==> src/io_pass_regs.svh <==
/*
 * Constants of the I/O line passing output block: timing, limits, reset
 * values and configuration port selectors.
 * Assumes a 100 MHz system clock and the types in io_pass_pkg.
 */
// Notes on behaviour
// - Accepted sample drives matching digital outputs.
// - Analog channels zero/one set pulse outputs zero/one.
// - Forward accepted samples to host in modes 1,2.
// - Host forwarding switch 0/1, enabled after reset.
// - All-ones bound address disables line passing.
// - Bound address 0xFFFF accepts any addressed packet.
// - Bound-source sample updates every masked output-configured line not in pulse mode.
// - Bound source address is full 64 bits.
// - Digital lines 0-9 revert after hold expires.
// - Hold settings in 100 ms, max 0x1770, line holds reset zero.
// - Zero hold setting keeps passed value forever.
// - Peripheral lines 0-4 have identical hold timers.
// - Shared pulse timer zeroes duty; resets to 0xFF.
// - Pulse timer acts only in pulse-width mode.
// - Duty is ten bits, set by analog samples.
`ifndef IO_PASS_REGS_SVH
`define IO_PASS_REGS_SVH

// Hold tick in its own unit and the clock period it is counted in.
`define IOP_TICK_MS         100
`define IOP_CLK_PERIOD_NS   10
`define IOP_TICK_CYCLES     ((`IOP_TICK_MS * 1000000) / `IOP_CLK_PERIOD_NS)

// Line counts; the pulse-capable lines are peripheral lines zero and one.
`define IOP_NUM_DIG         10
`define IOP_NUM_LINES       15
`define IOP_PULSE_BASE      10

// Hold setting limit and reset values, in ticks, and the forwarding switch reset value.
`define IOP_HOLD_MAX        13'h1770
`define IOP_HOLD_RST        13'h0000
`define IOP_PULSE_HOLD_RST  13'h00FF
`define IOP_FWD_RST         1'b1

// Special bound source addresses.
`define IOP_ADDR_OFF        64'hFFFF_FFFF_FFFF_FFFF
`define IOP_ADDR_ANY        64'h0000_0000_0000_FFFF

// Framing modes that allow forwarding.
`define IOP_API_MODE_A      2'h1
`define IOP_API_MODE_B      2'h2

// Configuration selectors: 0..14 line holds, then pulse hold, then switch.
`define IOP_SEL_PULSE       5'h0F
`define IOP_SEL_FWD         5'h10

`endif

==> src/io_pass_pkg.sv <==
/*
 * Types shared by the I/O line passing block.
 * Assumes the constants of io_pass_regs.svh.
 */
package io_pass_pkg;
    typedef logic [12:0] hold_t;   // Hold setting in 100 ms ticks.
    typedef logic [9:0]  duty_t;   // Pulse output duty cycle.
    typedef logic [63:0] addr_t;   // Source address of a remote module.

    // Hold timer states.
    typedef enum logic [1:0] {
        HOLD_IDLE  = 2'b00,
        HOLD_TIMED = 2'b01,
        HOLD_KEEP  = 2'b10
    } hold_state_t;
endpackage

==> src/hold_tick_div.sv <==
/*
 * Divider that turns the system clock into a one-cycle tick enable.
 * Assumes one clock and a synchronous active-high reset.
 */
`timescale 1ns/1ps
module hold_tick_div #(
    parameter int unsigned CYCLES = 10000000
) (
    // Clock and reset.
    input  wire logic i_clk_sys,
    input  wire logic i_rst,
    // Tick enable.
    output logic      o_tick
);
    import io_pass_pkg::*;

    logic [23:0] cnt_ff;      // Cycles elapsed in the current tick.
    logic [23:0] nxt_cnt;     // Next count.
    logic        tick_ff;     // Registered tick pulse.
    logic        nxt_tick;    // Next tick pulse.

    // Wrap the count at the end of each period and pulse once.
    always_comb begin
        nxt_tick = (cnt_ff == 24'(CYCLES - 1));
        nxt_cnt  = nxt_tick ? 24'h000000 : cnt_ff + 24'h000001;
    end

    // Register the count.
    always_ff @(posedge i_clk_sys) begin
        if (i_rst) begin
            cnt_ff  <= 24'h000000;
            tick_ff <= 1'b0;
        end else begin
            cnt_ff  <= nxt_cnt;
            tick_ff <= nxt_tick;
        end
    end

    assign o_tick = tick_ff;
endmodule

==> src/hold_timer.sv <==
/*
 * One hold timer: says whether a line still holds a passed value.
 * Assumes a one-cycle tick enable from hold_tick_div on the same clock.
 */
`timescale 1ns/1ps
module hold_timer (
    // Clock and reset.
    input  wire logic               i_clk_sys,
    input  wire logic               i_rst,
    // Tick and control.
    input  wire logic               i_tick,
    input  wire logic               i_enable,
    input  wire logic               i_load,
    input  wire io_pass_pkg::hold_t i_setting,
    // Status.
    output logic                    o_holding,
    output logic                    o_expire
);
    import io_pass_pkg::*;

    hold_state_t state_ff;    // Timer state.
    hold_state_t nxt_state;   // Next state.
    hold_t       cnt_ff;      // Ticks left.
    hold_t       nxt_cnt;     // Next ticks left.

    // A load always restarts from the setting, even mid-count.
    always_comb begin
        nxt_state = state_ff;
        nxt_cnt   = cnt_ff;
        o_expire  = 1'b0;
        if (i_load) begin
            nxt_state = (i_setting == 13'h0000) ? HOLD_KEEP : HOLD_TIMED;
            nxt_cnt   = i_setting;
        end else begin
            case (state_ff)
                HOLD_TIMED: begin
                    // Counting pauses while the timer is not enabled.
                    if (i_tick && i_enable) begin
                        nxt_cnt = cnt_ff - 13'h0001;
                        if (cnt_ff == 13'h0001) begin
                            nxt_state = HOLD_IDLE;
                            o_expire  = 1'b1;
                        end
                    end
                end
                HOLD_KEEP: nxt_state = HOLD_KEEP;
                HOLD_IDLE: nxt_state = HOLD_IDLE;
                default:   nxt_state = HOLD_IDLE;
            endcase
        end
    end

    // Register the timer.
    always_ff @(posedge i_clk_sys) begin
        if (i_rst) begin
            state_ff <= HOLD_IDLE;
            cnt_ff   <= 13'h0000;
        end else begin
            state_ff <= nxt_state;
            cnt_ff   <= nxt_cnt;
        end
    end

    assign o_holding = (state_ff != HOLD_IDLE);
endmodule

==> src/io_line_passing_outputs.sv <==
/*
 * Output side of I/O line passing: accepted remote samples drive the
 * local digital lines and the two pulse outputs, each held for a
 * configurable time, and may be forwarded to the host port.
 * Assumes samples arrive already decoded, one per cycle, from logic on
 * the same clock, and that the line configuration is stable settings.
 */
`timescale 1ns/1ps
`include "io_pass_regs.svh"
module io_line_passing_outputs #(
    parameter int unsigned HOLD_TICK_CYCLES = `IOP_TICK_CYCLES
) (
    // Clock and reset.
    input  wire logic                 i_clk_sys,
    input  wire logic                 i_rst,
    // Received sample.
    input  wire logic                 i_smp_valid,
    input  wire logic                 i_smp_to_us,
    input  wire io_pass_pkg::addr_t   i_smp_src_addr,
    input  wire logic [14:0]          i_smp_dio_mask,
    input  wire logic [14:0]          i_smp_dio,
    input  wire logic [1:0]           i_smp_adc_mask,
    input  wire io_pass_pkg::duty_t   i_analog_in_zero,
    input  wire io_pass_pkg::duty_t   i_analog_in_one,
    // Settings.
    input  wire io_pass_pkg::addr_t   i_bound_source_address,
    input  wire logic [1:0]           i_api_framing_mode,
    input  wire logic [14:0]          i_line_is_output,
    input  wire logic [14:0]          i_line_default,
    input  wire logic [1:0]           i_pulse_mode,
    // Hold settings and forwarding switch write port.
    input  wire logic                 i_cfg_wr,
    input  wire logic [4:0]           i_cfg_sel,
    input  wire io_pass_pkg::hold_t   i_cfg_data,
    // Line outputs.
    output logic [14:0]               o_line_level,
    output logic [14:0]               o_line_holding,
    output io_pass_pkg::duty_t        o_pulse_out_zero,
    output io_pass_pkg::duty_t        o_pulse_out_one,
    output logic                      o_host_forward_enable,
    // Forwarded sample towards the host port.
    output logic                      o_fwd_valid,
    output io_pass_pkg::addr_t        o_fwd_src_addr,
    output logic [14:0]               o_fwd_dio,
    output io_pass_pkg::duty_t        o_fwd_adc_zero,
    output io_pass_pkg::duty_t        o_fwd_adc_one
);
    import io_pass_pkg::*;

    ////////////////////////////////////////////////////////////////////////
    // Acceptance.

    logic        passing_on;    // Line passing is not switched off.
    logic        addr_ok;       // Source passes the address filter.
    logic        accept;        // Sample is taken this cycle.
    logic [14:0] pwm_lines;     // Lines now acting as pulse outputs.
    logic [14:0] line_upd;      // Digital lines updated this cycle.
    logic [1:0]  pulse_upd;     // Pulse outputs updated this cycle.

    // Compare the whole 64-bit address; a partial compare would let
    // near-miss sources through.
    always_comb begin
        passing_on = (i_bound_source_address != `IOP_ADDR_OFF);
        addr_ok    = (i_bound_source_address == `IOP_ADDR_ANY) ||
                     (i_smp_src_addr == i_bound_source_address);
        accept     = i_smp_valid && i_smp_to_us && passing_on && addr_ok;
        pwm_lines  = 15'({i_pulse_mode, 10'h000});
        line_upd   = {15{accept}} & i_smp_dio_mask & i_line_is_output & ~pwm_lines;
        pulse_upd  = {2{accept}} & i_smp_adc_mask & i_pulse_mode;
    end

    ////////////////////////////////////////////////////////////////////////
    // Settings.

    hold_t hold_set_ff [16];   // Hold settings; entry 15 is the pulse one.
    hold_t nxt_hold_set [16];  // Next hold settings.
    logic  fwd_en_ff;          // Host forwarding switch.
    logic  nxt_fwd_en;         // Next switch value.

    // Out-of-range hold writes are dropped so the stored value stays legal.
    always_comb begin
        nxt_hold_set = hold_set_ff;
        nxt_fwd_en   = fwd_en_ff;
        if (i_cfg_wr) begin
            if (i_cfg_sel == `IOP_SEL_FWD) begin
                nxt_fwd_en = i_cfg_data[0];
            end else if (i_cfg_sel <= `IOP_SEL_PULSE && i_cfg_data <= `IOP_HOLD_MAX) begin
                nxt_hold_set[i_cfg_sel[3:0]] = i_cfg_data;
            end
        end
    end

    // Register the settings with their reset values.
    always_ff @(posedge i_clk_sys) begin
        if (i_rst) begin
            for (int i = 0; i < 15; i++) begin
                hold_set_ff[i] <= `IOP_HOLD_RST;
            end
            hold_set_ff[15] <= `IOP_PULSE_HOLD_RST;
            fwd_en_ff       <= `IOP_FWD_RST;
        end else begin
            hold_set_ff <= nxt_hold_set;
            fwd_en_ff   <= nxt_fwd_en;
        end
    end

    ////////////////////////////////////////////////////////////////////////
    // Hold timers.

    logic        tick;        // 100 ms enable.
    logic [15:0] holding;     // Timer still holding.
    logic [15:0] expire;      // Timer ran out this cycle.
    logic [15:0] t_load;      // Timer restart.
    logic [15:0] t_enable;    // Timer may count.

    // The pulse timer counts only while a pulse-capable line is in that mode.
    assign t_load   = {|pulse_upd, line_upd};
    assign t_enable = {|i_pulse_mode, 15'h7FFF};

    hold_tick_div #(
        .CYCLES (HOLD_TICK_CYCLES)
    ) u_div (
        .i_clk_sys (i_clk_sys),
        .i_rst     (i_rst),
        .o_tick    (tick)
    );

    // Ten digital, five peripheral and the shared pulse timer.
    for (genvar g = 0; g < 16; g++) begin : g_timer
        hold_timer u_timer (
            .i_clk_sys (i_clk_sys),
            .i_rst     (i_rst),
            .i_tick    (tick),
            .i_enable  (t_enable[g]),
            .i_load    (t_load[g]),
            .i_setting (hold_set_ff[g]),
            .o_holding (holding[g]),
            .o_expire  (expire[g])
        );
    end

    ////////////////////////////////////////////////////////////////////////
    // Line and pulse state.

    logic [14:0] passed_ff;   // Last passed digital values.
    logic [14:0] nxt_passed;  // Next passed values.
    logic [14:0] level_ff;    // Driven line levels.
    logic [14:0] nxt_level;   // Next line levels.
    duty_t       duty0_ff;    // Pulse output zero duty.
    duty_t       duty1_ff;    // Pulse output one duty.
    duty_t       nxt_duty0;   // Next duty zero.
    duty_t       nxt_duty1;   // Next duty one.
    logic        pulse_exp;   // Shared pulse timer ran out.

    // Lines not holding fall back to their configured value.
    always_comb begin
        nxt_passed = (passed_ff & ~line_upd) | (i_smp_dio & line_upd);
        nxt_level  = (passed_ff & holding[14:0]) | (i_line_default & ~holding[14:0]);
        pulse_exp  = expire[15];
        nxt_duty0  = duty0_ff;
        nxt_duty1  = duty1_ff;
        if (pulse_upd[0]) begin
            nxt_duty0 = i_analog_in_zero;
        end else if (pulse_exp) begin
            nxt_duty0 = 10'h000;
        end
        if (pulse_upd[1]) begin
            nxt_duty1 = i_analog_in_one;
        end else if (pulse_exp) begin
            nxt_duty1 = 10'h000;
        end
    end

    // Register line state.
    always_ff @(posedge i_clk_sys) begin
        if (i_rst) begin
            passed_ff <= 15'h0000;
            level_ff  <= 15'h0000;
            duty0_ff  <= 10'h000;
            duty1_ff  <= 10'h000;
        end else begin
            passed_ff <= nxt_passed;
            level_ff  <= nxt_level;
            duty0_ff  <= nxt_duty0;
            duty1_ff  <= nxt_duty1;
        end
    end

    ////////////////////////////////////////////////////////////////////////
    // Host forwarding.

    logic  fwd_ok;             // Forwarding allowed for this sample.
    logic  fwd_valid_ff;       // Forward pulse.
    addr_t fwd_addr_ff;        // Forwarded source address.
    logic [14:0] fwd_dio_ff;   // Forwarded digital values.
    duty_t fwd_a0_ff;          // Forwarded analog zero.
    duty_t fwd_a1_ff;          // Forwarded analog one.

    // The host sink has no stall: one frame per accepted sample while the switch is on in mode 1 or 2.
    assign fwd_ok = accept && fwd_en_ff && (i_api_framing_mode == `IOP_API_MODE_A ||
                                            i_api_framing_mode == `IOP_API_MODE_B);

    // Capture the forwarded sample.
    always_ff @(posedge i_clk_sys) begin
        if (i_rst) begin
            fwd_valid_ff <= 1'b0;
            fwd_addr_ff  <= 64'h0000_0000_0000_0000;
            fwd_dio_ff   <= 15'h0000;
            fwd_a0_ff    <= 10'h000;
            fwd_a1_ff    <= 10'h000;
        end else begin
            fwd_valid_ff <= fwd_ok;
            if (fwd_ok) begin
                fwd_addr_ff <= i_smp_src_addr;
                fwd_dio_ff  <= i_smp_dio;
                fwd_a0_ff   <= i_analog_in_zero;
                fwd_a1_ff   <= i_analog_in_one;
            end
        end
    end

    assign o_line_level          = level_ff;
    assign o_line_holding        = holding[14:0];
    assign o_pulse_out_zero      = duty0_ff;
    assign o_pulse_out_one       = duty1_ff;
    assign o_host_forward_enable = fwd_en_ff;
    assign o_fwd_valid           = fwd_valid_ff;
    assign o_fwd_src_addr        = fwd_addr_ff;
    assign o_fwd_dio             = fwd_dio_ff;
    assign o_fwd_adc_zero        = fwd_a0_ff;
    assign o_fwd_adc_one         = fwd_a1_ff;
endmodule

==> config.mk <==
export PLATFORM = sky130hd
export DESIGN_NAME = io_line_passing_outputs
export DESIGN_NICKNAME = d
export VERILOG_FILES = /design/src/io_pass_pkg.sv /design/src/hold_tick_div.sv /design/src/hold_timer.sv /design/src/io_line_passing_outputs.sv
export VERILOG_INCLUDE_DIRS = /design/src /design/src/src
export SDC_FILE = /design/constraint.sdc
export NUM_CORES = 2
export LEC_CHECK = 0
export BUFFER_PORTS_ARGS = -buffer_cell sky130_fd_sc_hd__buf_2
export CORE_MARGIN = 1
export CORE_UTILIZATION = 58
export CTS_BUF_LIST = sky130_fd_sc_hd__clkbuf_4 sky130_fd_sc_hd__clkbuf_8
export DETAILED_ROUTE_END_ITERATION = 7
export GPL_ROUTABILITY_DRIVEN = 0
export GPL_TIMING_DRIVEN = 0
export HOLD_SLACK_MARGIN = 0.05
export PLACE_DENSITY = 0.83
export SYNTH_ARGS = -nofsm -noshare
export SYNTH_HDL_FRONTEND = slang
export SYNTH_HIERARCHICAL = 1
export SYNTH_SLANG_ARGS = --single-unit
==> constraint.sdc <==
create_clock -name i_clk_sys -period 3.5 [get_ports i_clk_sys]
set_input_delay 0.175 -clock i_clk_sys [delete_from_list [all_inputs] [get_ports i_clk_sys]]
set_output_delay 0.175 -clock i_clk_sys [all_outputs]
set_load 0.01 [all_outputs]
# [Word level (Yosys, flattened, before mapping)]
# Index checks and enable logic that the tools add are counted.
[totals] register_bits=624 input_bits=237 out_inout_bits=151 elab_cells=434
[op_classes] n_addsub=17 magnitude_cmp=4 n_eq_ne=87 muxes=138 bitwise_logic=16 reduce_logical=112
[op_table] cell="13-bit 2-to-1 mux" n=49
[op_table] cell="208-bit bitwise mux" n=1
[op_table] cell="13-bit by 1-bit == test with 1-bit output (second input constant)" n=16
[op_table] cell="13-bit zero test" n=16
[op_table] cell="13-bit by 1-bit subtractor with 13-bit output (second input constant)" n=16
[op_table] cell="2-bit 2-to-1 mux" n=64
[op_table] cell="15-bit bitwise AND" n=7
[op_table] cell="2-bit nonzero test" n=49
[op_table] cell="2-bit AND reduction" n=33
[op_table] cell="64-bit by 16-bit == test with 1-bit output (second input constant)" n=1
[op_table] cell="64-bit == test" n=1
[op_table] cell="64-bit != test (second input constant)" n=1
[op_table] cell="2-bit case mux with 2 select lines" n=16
[op_table] cell="13-bit demux with 4-bit select" n=1
[op_table] cell="3-bit by 2-bit != test with 1-bit output (second input constant)" n=15
[op_table] cell="3-bit != test (second input constant)" n=15
[op_table] cell="2-bit by 1-bit == test with 1-bit output (second input constant)" n=17
[op_table] cell="2-bit == test (second input constant)" n=17
[op_table] cell="10-bit 2-to-1 mux" n=3
[op_table] cell="15-bit inverter" n=2
[op_table] cell="15-bit bitwise OR" n=2
[op_table] cell="24-bit by 1-bit adder with 24-bit output (second input constant)" n=1
[op_table] cell="24-bit == test (second input constant)" n=1
[op_table] cell="12-bit inverter with 15-bit output" n=1
[op_table] cell="other kinds (14)" n=29

# [Depth between registers and ports, before layout]
[logic_depth] word_depth=9 depth_mapped=12 ltp_nobuf=9

# [Cells and area by module]
# Netlist, hierarchy kept.
[modules_own_cells] module="io_line_passing_outputs" n_inst=1 cells_each=1516 area_per_inst_um2=15476.1 seq_area_each_um2=7186.9
[modules_own_cells] module="hold_timer (g_timer[0].u_timer ...)" n_inst=15 cells_each=113 area_per_inst_um2=912.1 seq_area_each_um2=300.3
[modules_own_cells] module="hold_tick_div" n_inst=1 cells_each=134 area_per_inst_um2=1166.1 seq_area_each_um2=500.5
[modules_own_cells] module="hold_timer (g_timer[9].u_timer)" n_inst=1 cells_each=113 area_per_inst_um2=953.4 seq_area_each_um2=300.3

# [Least setup slack after synthesis]
# OpenSTA, ideal clock, no wires.
[synth_timing] path_kind="input port to flip-flop" start="in i_smp_src_addr[53]" end="reg duty1_ff[0] (netlist: o_pulse_out_one[0])" setup_ps=74 t_arrival_ps=2684 required_ps=3426 path_slack_ps=743 cell_stages=12 path_buffers=3 cell_sequence="xnor2_1 > nand4_1 > nor4_1 > nand4_1 > a21oi_1 > or2_1 > clkbuf_1 > buf_1 > nor3_1 > clkbuf_1 > or3b_2 > mux2i_1"
[synth_via] elab_chain_len=8 elab_cells_between_ends=9 cone_classes="eq/ne: 1; mux: 2; bitwise: 2; reduce/logical: 4"
[synth_rtl] item="start, declared" line_no="io_line_passing_outputs.sv:19" source="input wire io_pass_pkg::addr_t i_smp_src_addr,"
[synth_rtl] item="64-bit == test" line_no="io_line_passing_outputs.sv:65" source="(i_smp_src_addr == i_bound_source_address);"
[synth_rtl] item="1-bit logical OR" line_no="io_line_passing_outputs.sv:64" source="addr_ok = (i_bound_source_address == `IOP_ADDR_ANY) ||"
[synth_rtl] item="1-bit logical AND" line_no="io_line_passing_outputs.sv:66" source="accept = i_smp_valid && i_smp_to_us && passing_on && addr_ok;"
[synth_rtl] item="2-bit bitwise AND (2 in series)" line_no="io_line_passing_outputs.sv:69" source="pulse_upd = {2{accept}} & i_smp_adc_mask & i_pulse_mode;"
[synth_rtl] item="2-bit OR reduction" line_no="io_line_passing_outputs.sv:117" source="assign t_load = {|pulse_upd, line_upd};"
[synth_rtl] item="via t_load[15]" line_no="io_line_passing_outputs.sv:113" source="logic [15:0] t_load;"
[synth_rtl] item="1-bit 2-to-1 mux" line_no="hold_timer.sv:31" source="if (i_load) begin"
[synth_rtl] item="via expire[15]" line_no="io_line_passing_outputs.sv:112" source="logic [15:0] expire;"
[synth_rtl] item="2-bit nonzero test (no line)"
[synth_rtl] item="end signal, assigned" line_no="io_line_passing_outputs.sv:185" source="duty1_ff <= nxt_duty1;"
[synth_rtl] item="end, declared" line_no="io_line_passing_outputs.sv:150" source="duty_t duty1_ff;"
# The timed path passes the listed nets, and every way through them passes these cells.
# A chain may end at the register's enable or synchronous reset.

# [Worst setup path after layout]
[layout_timing] start="in i_bound_source_address[37]" end="reg g_timer[14].u_timer.cnt_ff[7]"
[layout_via] elab_chain_len=8 elab_cells_between_ends=13 cone_classes="eq/ne: 3; mux: 1; bitwise: 3; reduce/logical: 6"
[layout_rtl] item="start, declared" line_no="io_line_passing_outputs.sv:26" source="input wire io_pass_pkg::addr_t i_bound_source_address,"
[layout_rtl] item="64-bit != test (no line), or another cell as far along"
[layout_rtl] item="1-bit logical AND / 1-bit logical OR (equally long branches)" line_no="io_line_passing_outputs.sv:66, io_line_passing_outputs.sv:64"
[layout_rtl] item="1-bit logical AND (*)" line_no="io_line_passing_outputs.sv:66"
[layout_rtl] item="15-bit bitwise AND (*) (3 in series)" line_no="io_line_passing_outputs.sv:68" source="line_upd = {15{accept}} & i_smp_dio_mask & i_line_is_output & ~pwm_lines;"
[layout_rtl] item="via line_upd[14]" line_no="io_line_passing_outputs.sv:57" source="logic [14:0] line_upd;"
[layout_rtl] item="2-bit nonzero test (no line)"
[layout_rtl] item="2-bit AND reduction (no line)"
[layout_rtl] item="end signal, assigned" line_no="hold_timer.sv:60" source="cnt_ff <= nxt_cnt;"
[layout_rtl] item="end, declared" line_no="hold_timer.sv:23" source="hold_t cnt_ff;"
# The timed path passes the listed nets; every way through them passes the cells marked *.

==> results <==
- The run finished, with violations left.
- The final reports fail on DRC, setup timing.
- The path class of the tightest hold or removal check is input pin to register.
- In the final routed layout, each cell accounts on average for 21.45 um.
- Measured in cells, the most critical reg-to-reg path has a length of 6.
- After the first detailed-routing iteration, the DRC count stood at 3021.
- The H-tree was split into 3 levels.
- The via count normalized by instance count is 5.921.
- The floorplan step set the die height to 233.9 um.
- The critical path data arrival time is 4.20 ns.
- The sum of net half-perimeters after detailed placement is 67830 um.
- The die is 233.9 um wide.
- The synthesis-to-layout area growth is 22.30%.
- In the post-route analysis, the smallest setup slack over all paths is -0.08780 ns.
- STA classifies the critical path startpoint as an input pin.
- The core region is 52870 um^2.
- The largest single stage delay on the critical path is 0.89 ns.
- The critical path start-end classification is input pin to register.
- Input and output buffers added on the ports amount to 372.
- The share of the clock period used by the worst path after layout is 1.025.
- The placed standard-cell area is 34130 um^2.
- The post-placement worst setup slack is -0.9926 ns.
- The power density normalized to cell area is 399.8 nW/um^2.
- At the pin with the least slew margin, the transition time is 1.406 ns.
- The number of global-route vias before repair is 28100.
- The floorplan has 84 rows.
- The initial utilization of the core area, before any placement, comes to 0.5901.
- The number of logic stages on the critical path including buffering is 11.
- The detail route stage leaves a number of antenna-violating nets equal to 0.
- The maximum operating frequency is 0.2787 GHz.
- STA classifies the critical path endpoint as a register.
- The post-detailed-routing wire length is 105300 um.
- The initial antenna violation count came to 21.
- The die covers 54720 um^2.
- Counting both buffers and inverters, the worst setup path holds a total of 5.
- Along the worst hold path, the cell count comes to 5.
- The worst slew margin relative to its limit is 0.06255.
- VDD sags by at most 0.3171 mV.
- The first global-routing pass estimated 155800 um of wire.
- At the end of the flow the core is filled with cells to 0.7216.
- Data on the critical path is required at its endpoint by 4.11 ns.
- The cell family contributing the most delay on the critical path is buffers and inverters.
- The launch point of the worst path is i_bound_source_address[37].
- The smallest clock period supported by the final layout is computed as 3.588 ns.
- Of the cells placed in the final design, the portion with a size suffix greater than 1 is 0.1939.
- The cell type of the slowest stage on the worst timing path is sky130_fd_sc_hd__nor4_1.
- The number of warnings printed during yosys synthesis is 6.
- Traced cell by cell, the critical path runs through buf_2, nand4_1, nor4_1, a41oi_4, clkbuf_2, nand3_1, dlygate4sd3_1, a21oi_1, clkbuf_2, buf_1, o21a_1.
- The static leakage power is 15.24 nW.
- The longest clock path from root to sink contains 3 buffers.
- The most frequent cell on the critical path is sky130_fd_sc_hd__clkbuf_2.
- The power after layout is 15.25 mW.
- The number of max-slew violations in the final report was 0.
- The worst register-to-register path begins at g_timer[15].u_timer/cnt_ff[5].
- The netlist area before placement is 31190 um^2.
- For this run, the total global-route usage over all layers was measured as 0.3679.
- The total number of vias is 29080.
- The worst register-to-register path ends at o_pulse_out_zero[2].
- The slack of the worst reg-to-reg path is 0.98 ns.
- The detailed-route DRC error count is 29.
- The number of clock buffers inserted by TritonCTS is 99.
- The max capacitance violation total is 0.
- The first-pass iteration count of the detailed router is 8.
- After routing the design area is 38150 um^2.
- Each instance of the synthesized netlist takes up on average 9.063 um^2.
- The clock tree skew after final layout is 0.04841 ns.
- The top-level I/O count is 388.
- The worst hold path begins at i_smp_dio_mask[10].
- The total congestion overflow is 0.
- The final net count is 4398.
- The cell sitting at the root of the clock tree is a sky130_fd_sc_hd__clkbuf_8.
- The number of instances in the synthesized netlist is 3442.
- Clock-pin slew was measured on the worst setup and hold paths at 0.06 ns.
- The clock net in this run drives a total of 624 sinks.
- The maximum fanout along the worst path is 10.
- The final count of hold timing violations was 0.
- The later pin in the worst-skew pair is clocked with a latency of 0.74 ns.
- Setup violations remaining at the end of the flow were counted as 71.
- The minimum hold slack is 0.09228 ns.
- The most critical setup path has its endpoint at g_timer[14].u_timer/cnt_ff[7].
- The maximum number of pins on one net before global-route repair is 64.
- TritonCTS built the clock tree.
## metal layers
metal,global-route usage,vias up,share of wire
met5,0,-,0.00062
met4,0.2679,4,0.084
met3,0.09120,607,0.095
met2,0.5872,1713,0.45
met1,0.4300,13510,0.37
li1,-,13240,-
## worst min-delay path by stage
stage	endpoint	slack [ns]
floorplan	g_timer[0].u_timer/cnt_ff[0]	0.25
global placement	o_line_level[2]	0.41
detailed placement	o_line_level[1]	0.41
CTS	register	0.05
global route	register	0.08
finish	g_timer[10].u_timer/state_ff[1]	0.09
## power by group
group / internal (mW) / switching, mW / leakage, nW
clock network: 3.94 / 3.05 / 1.18
registers: 7.13 / 0.0192 / 5.03
logic: 0.432 / 0.689 / 9.03
total: 11.5 / 3.75 / 15.2
## worst register-to-register path, cell delays in order (launching register included)
cell and delay (ns):
sky130_fd_sc_hd__dfxtp_1 0.34, sky130_fd_sc_hd__or4_4 0.58, sky130_fd_sc_hd__or4_4 0.57, sky130_fd_sc_hd__nor3_1 0.29
sky130_fd_sc_hd__clkbuf_1 0.34, sky130_fd_sc_hd__or3b_2 0.20, sky130_fd_sc_hd__mux2i_1 0.06
## cell type report
class / instances / area (um^2)
antenna: 19 / 47.55
buffer: 219 / 1120
clock buffer: 151 / 1909
clock inverter: 26 / 310.3
fill: 3707 / 14720
inverter: 215 / 807.0
multi-input combinational: 2426 / 17010
sequential: 624 / 12490
tap: 688 / 860.8
timing repair buffer: 543 / 3596
## layout by cell type (no fill, tap or decap), types with 75 or more instances in the layout
master	count
sky130_fd_sc_hd__buf_2	416
sky130_fd_sc_hd__o21a_1	173
sky130_fd_sc_hd__nand2b_1	245
sky130_fd_sc_hd__xnor2_1	124
sky130_fd_sc_hd__mux2i_1	350
sky130_fd_sc_hd__inv_1	215
sky130_fd_sc_hd__clkbuf_8	124
sky130_fd_sc_hd__dfxtp_1	623
sky130_fd_sc_hd__clkbuf_1	110
sky130_fd_sc_hd__nor2_1	338
sky130_fd_sc_hd__xor2_1	141
sky130_fd_sc_hd__nor4_1	146
sky130_fd_sc_hd__dlygate4sd3_1	166
sky130_fd_sc_hd__a21oi_1	217
sky130_fd_sc_hd__nor3_1	75
## state kept, by name (all words and copies together), names as in the netlist, named ones only
name                      count
o_fwd_adc_one                10
o_line_level                 15
u_div/cnt_ff                 24
g_timer.u_timer/cnt_ff      208
o_fwd_valid                   1
o_fwd_dio                    15
o_host_forward_enable         1
o_pulse_out_one              10
hold_set_ff                 208
o_fwd_adc_zero               10
o_pulse_out_zero             10
o_fwd_src_addr               64
u_div/o_tick                  1
g_timer.u_timer/state_ff     32
## per-stage QoR
stage | std cells | TNS, ns
floorplan | 3485 | 0
global placement | 4545 | -262.84
detailed placement | 4547 | -104.85
CTS | 4889 | 0
global route | 4905 | -8.793
finish | 4911 | -3.507
## repair_timing
action,CTS,global route
buffers inserted,2,1
resized for setup,1,26
hold buffers,163,3
setup endpoints to repair,21,172
pin swaps,1,1
hold endpoints to repair,244,2
Note: power is estimated with default switching activity, not from simulation.
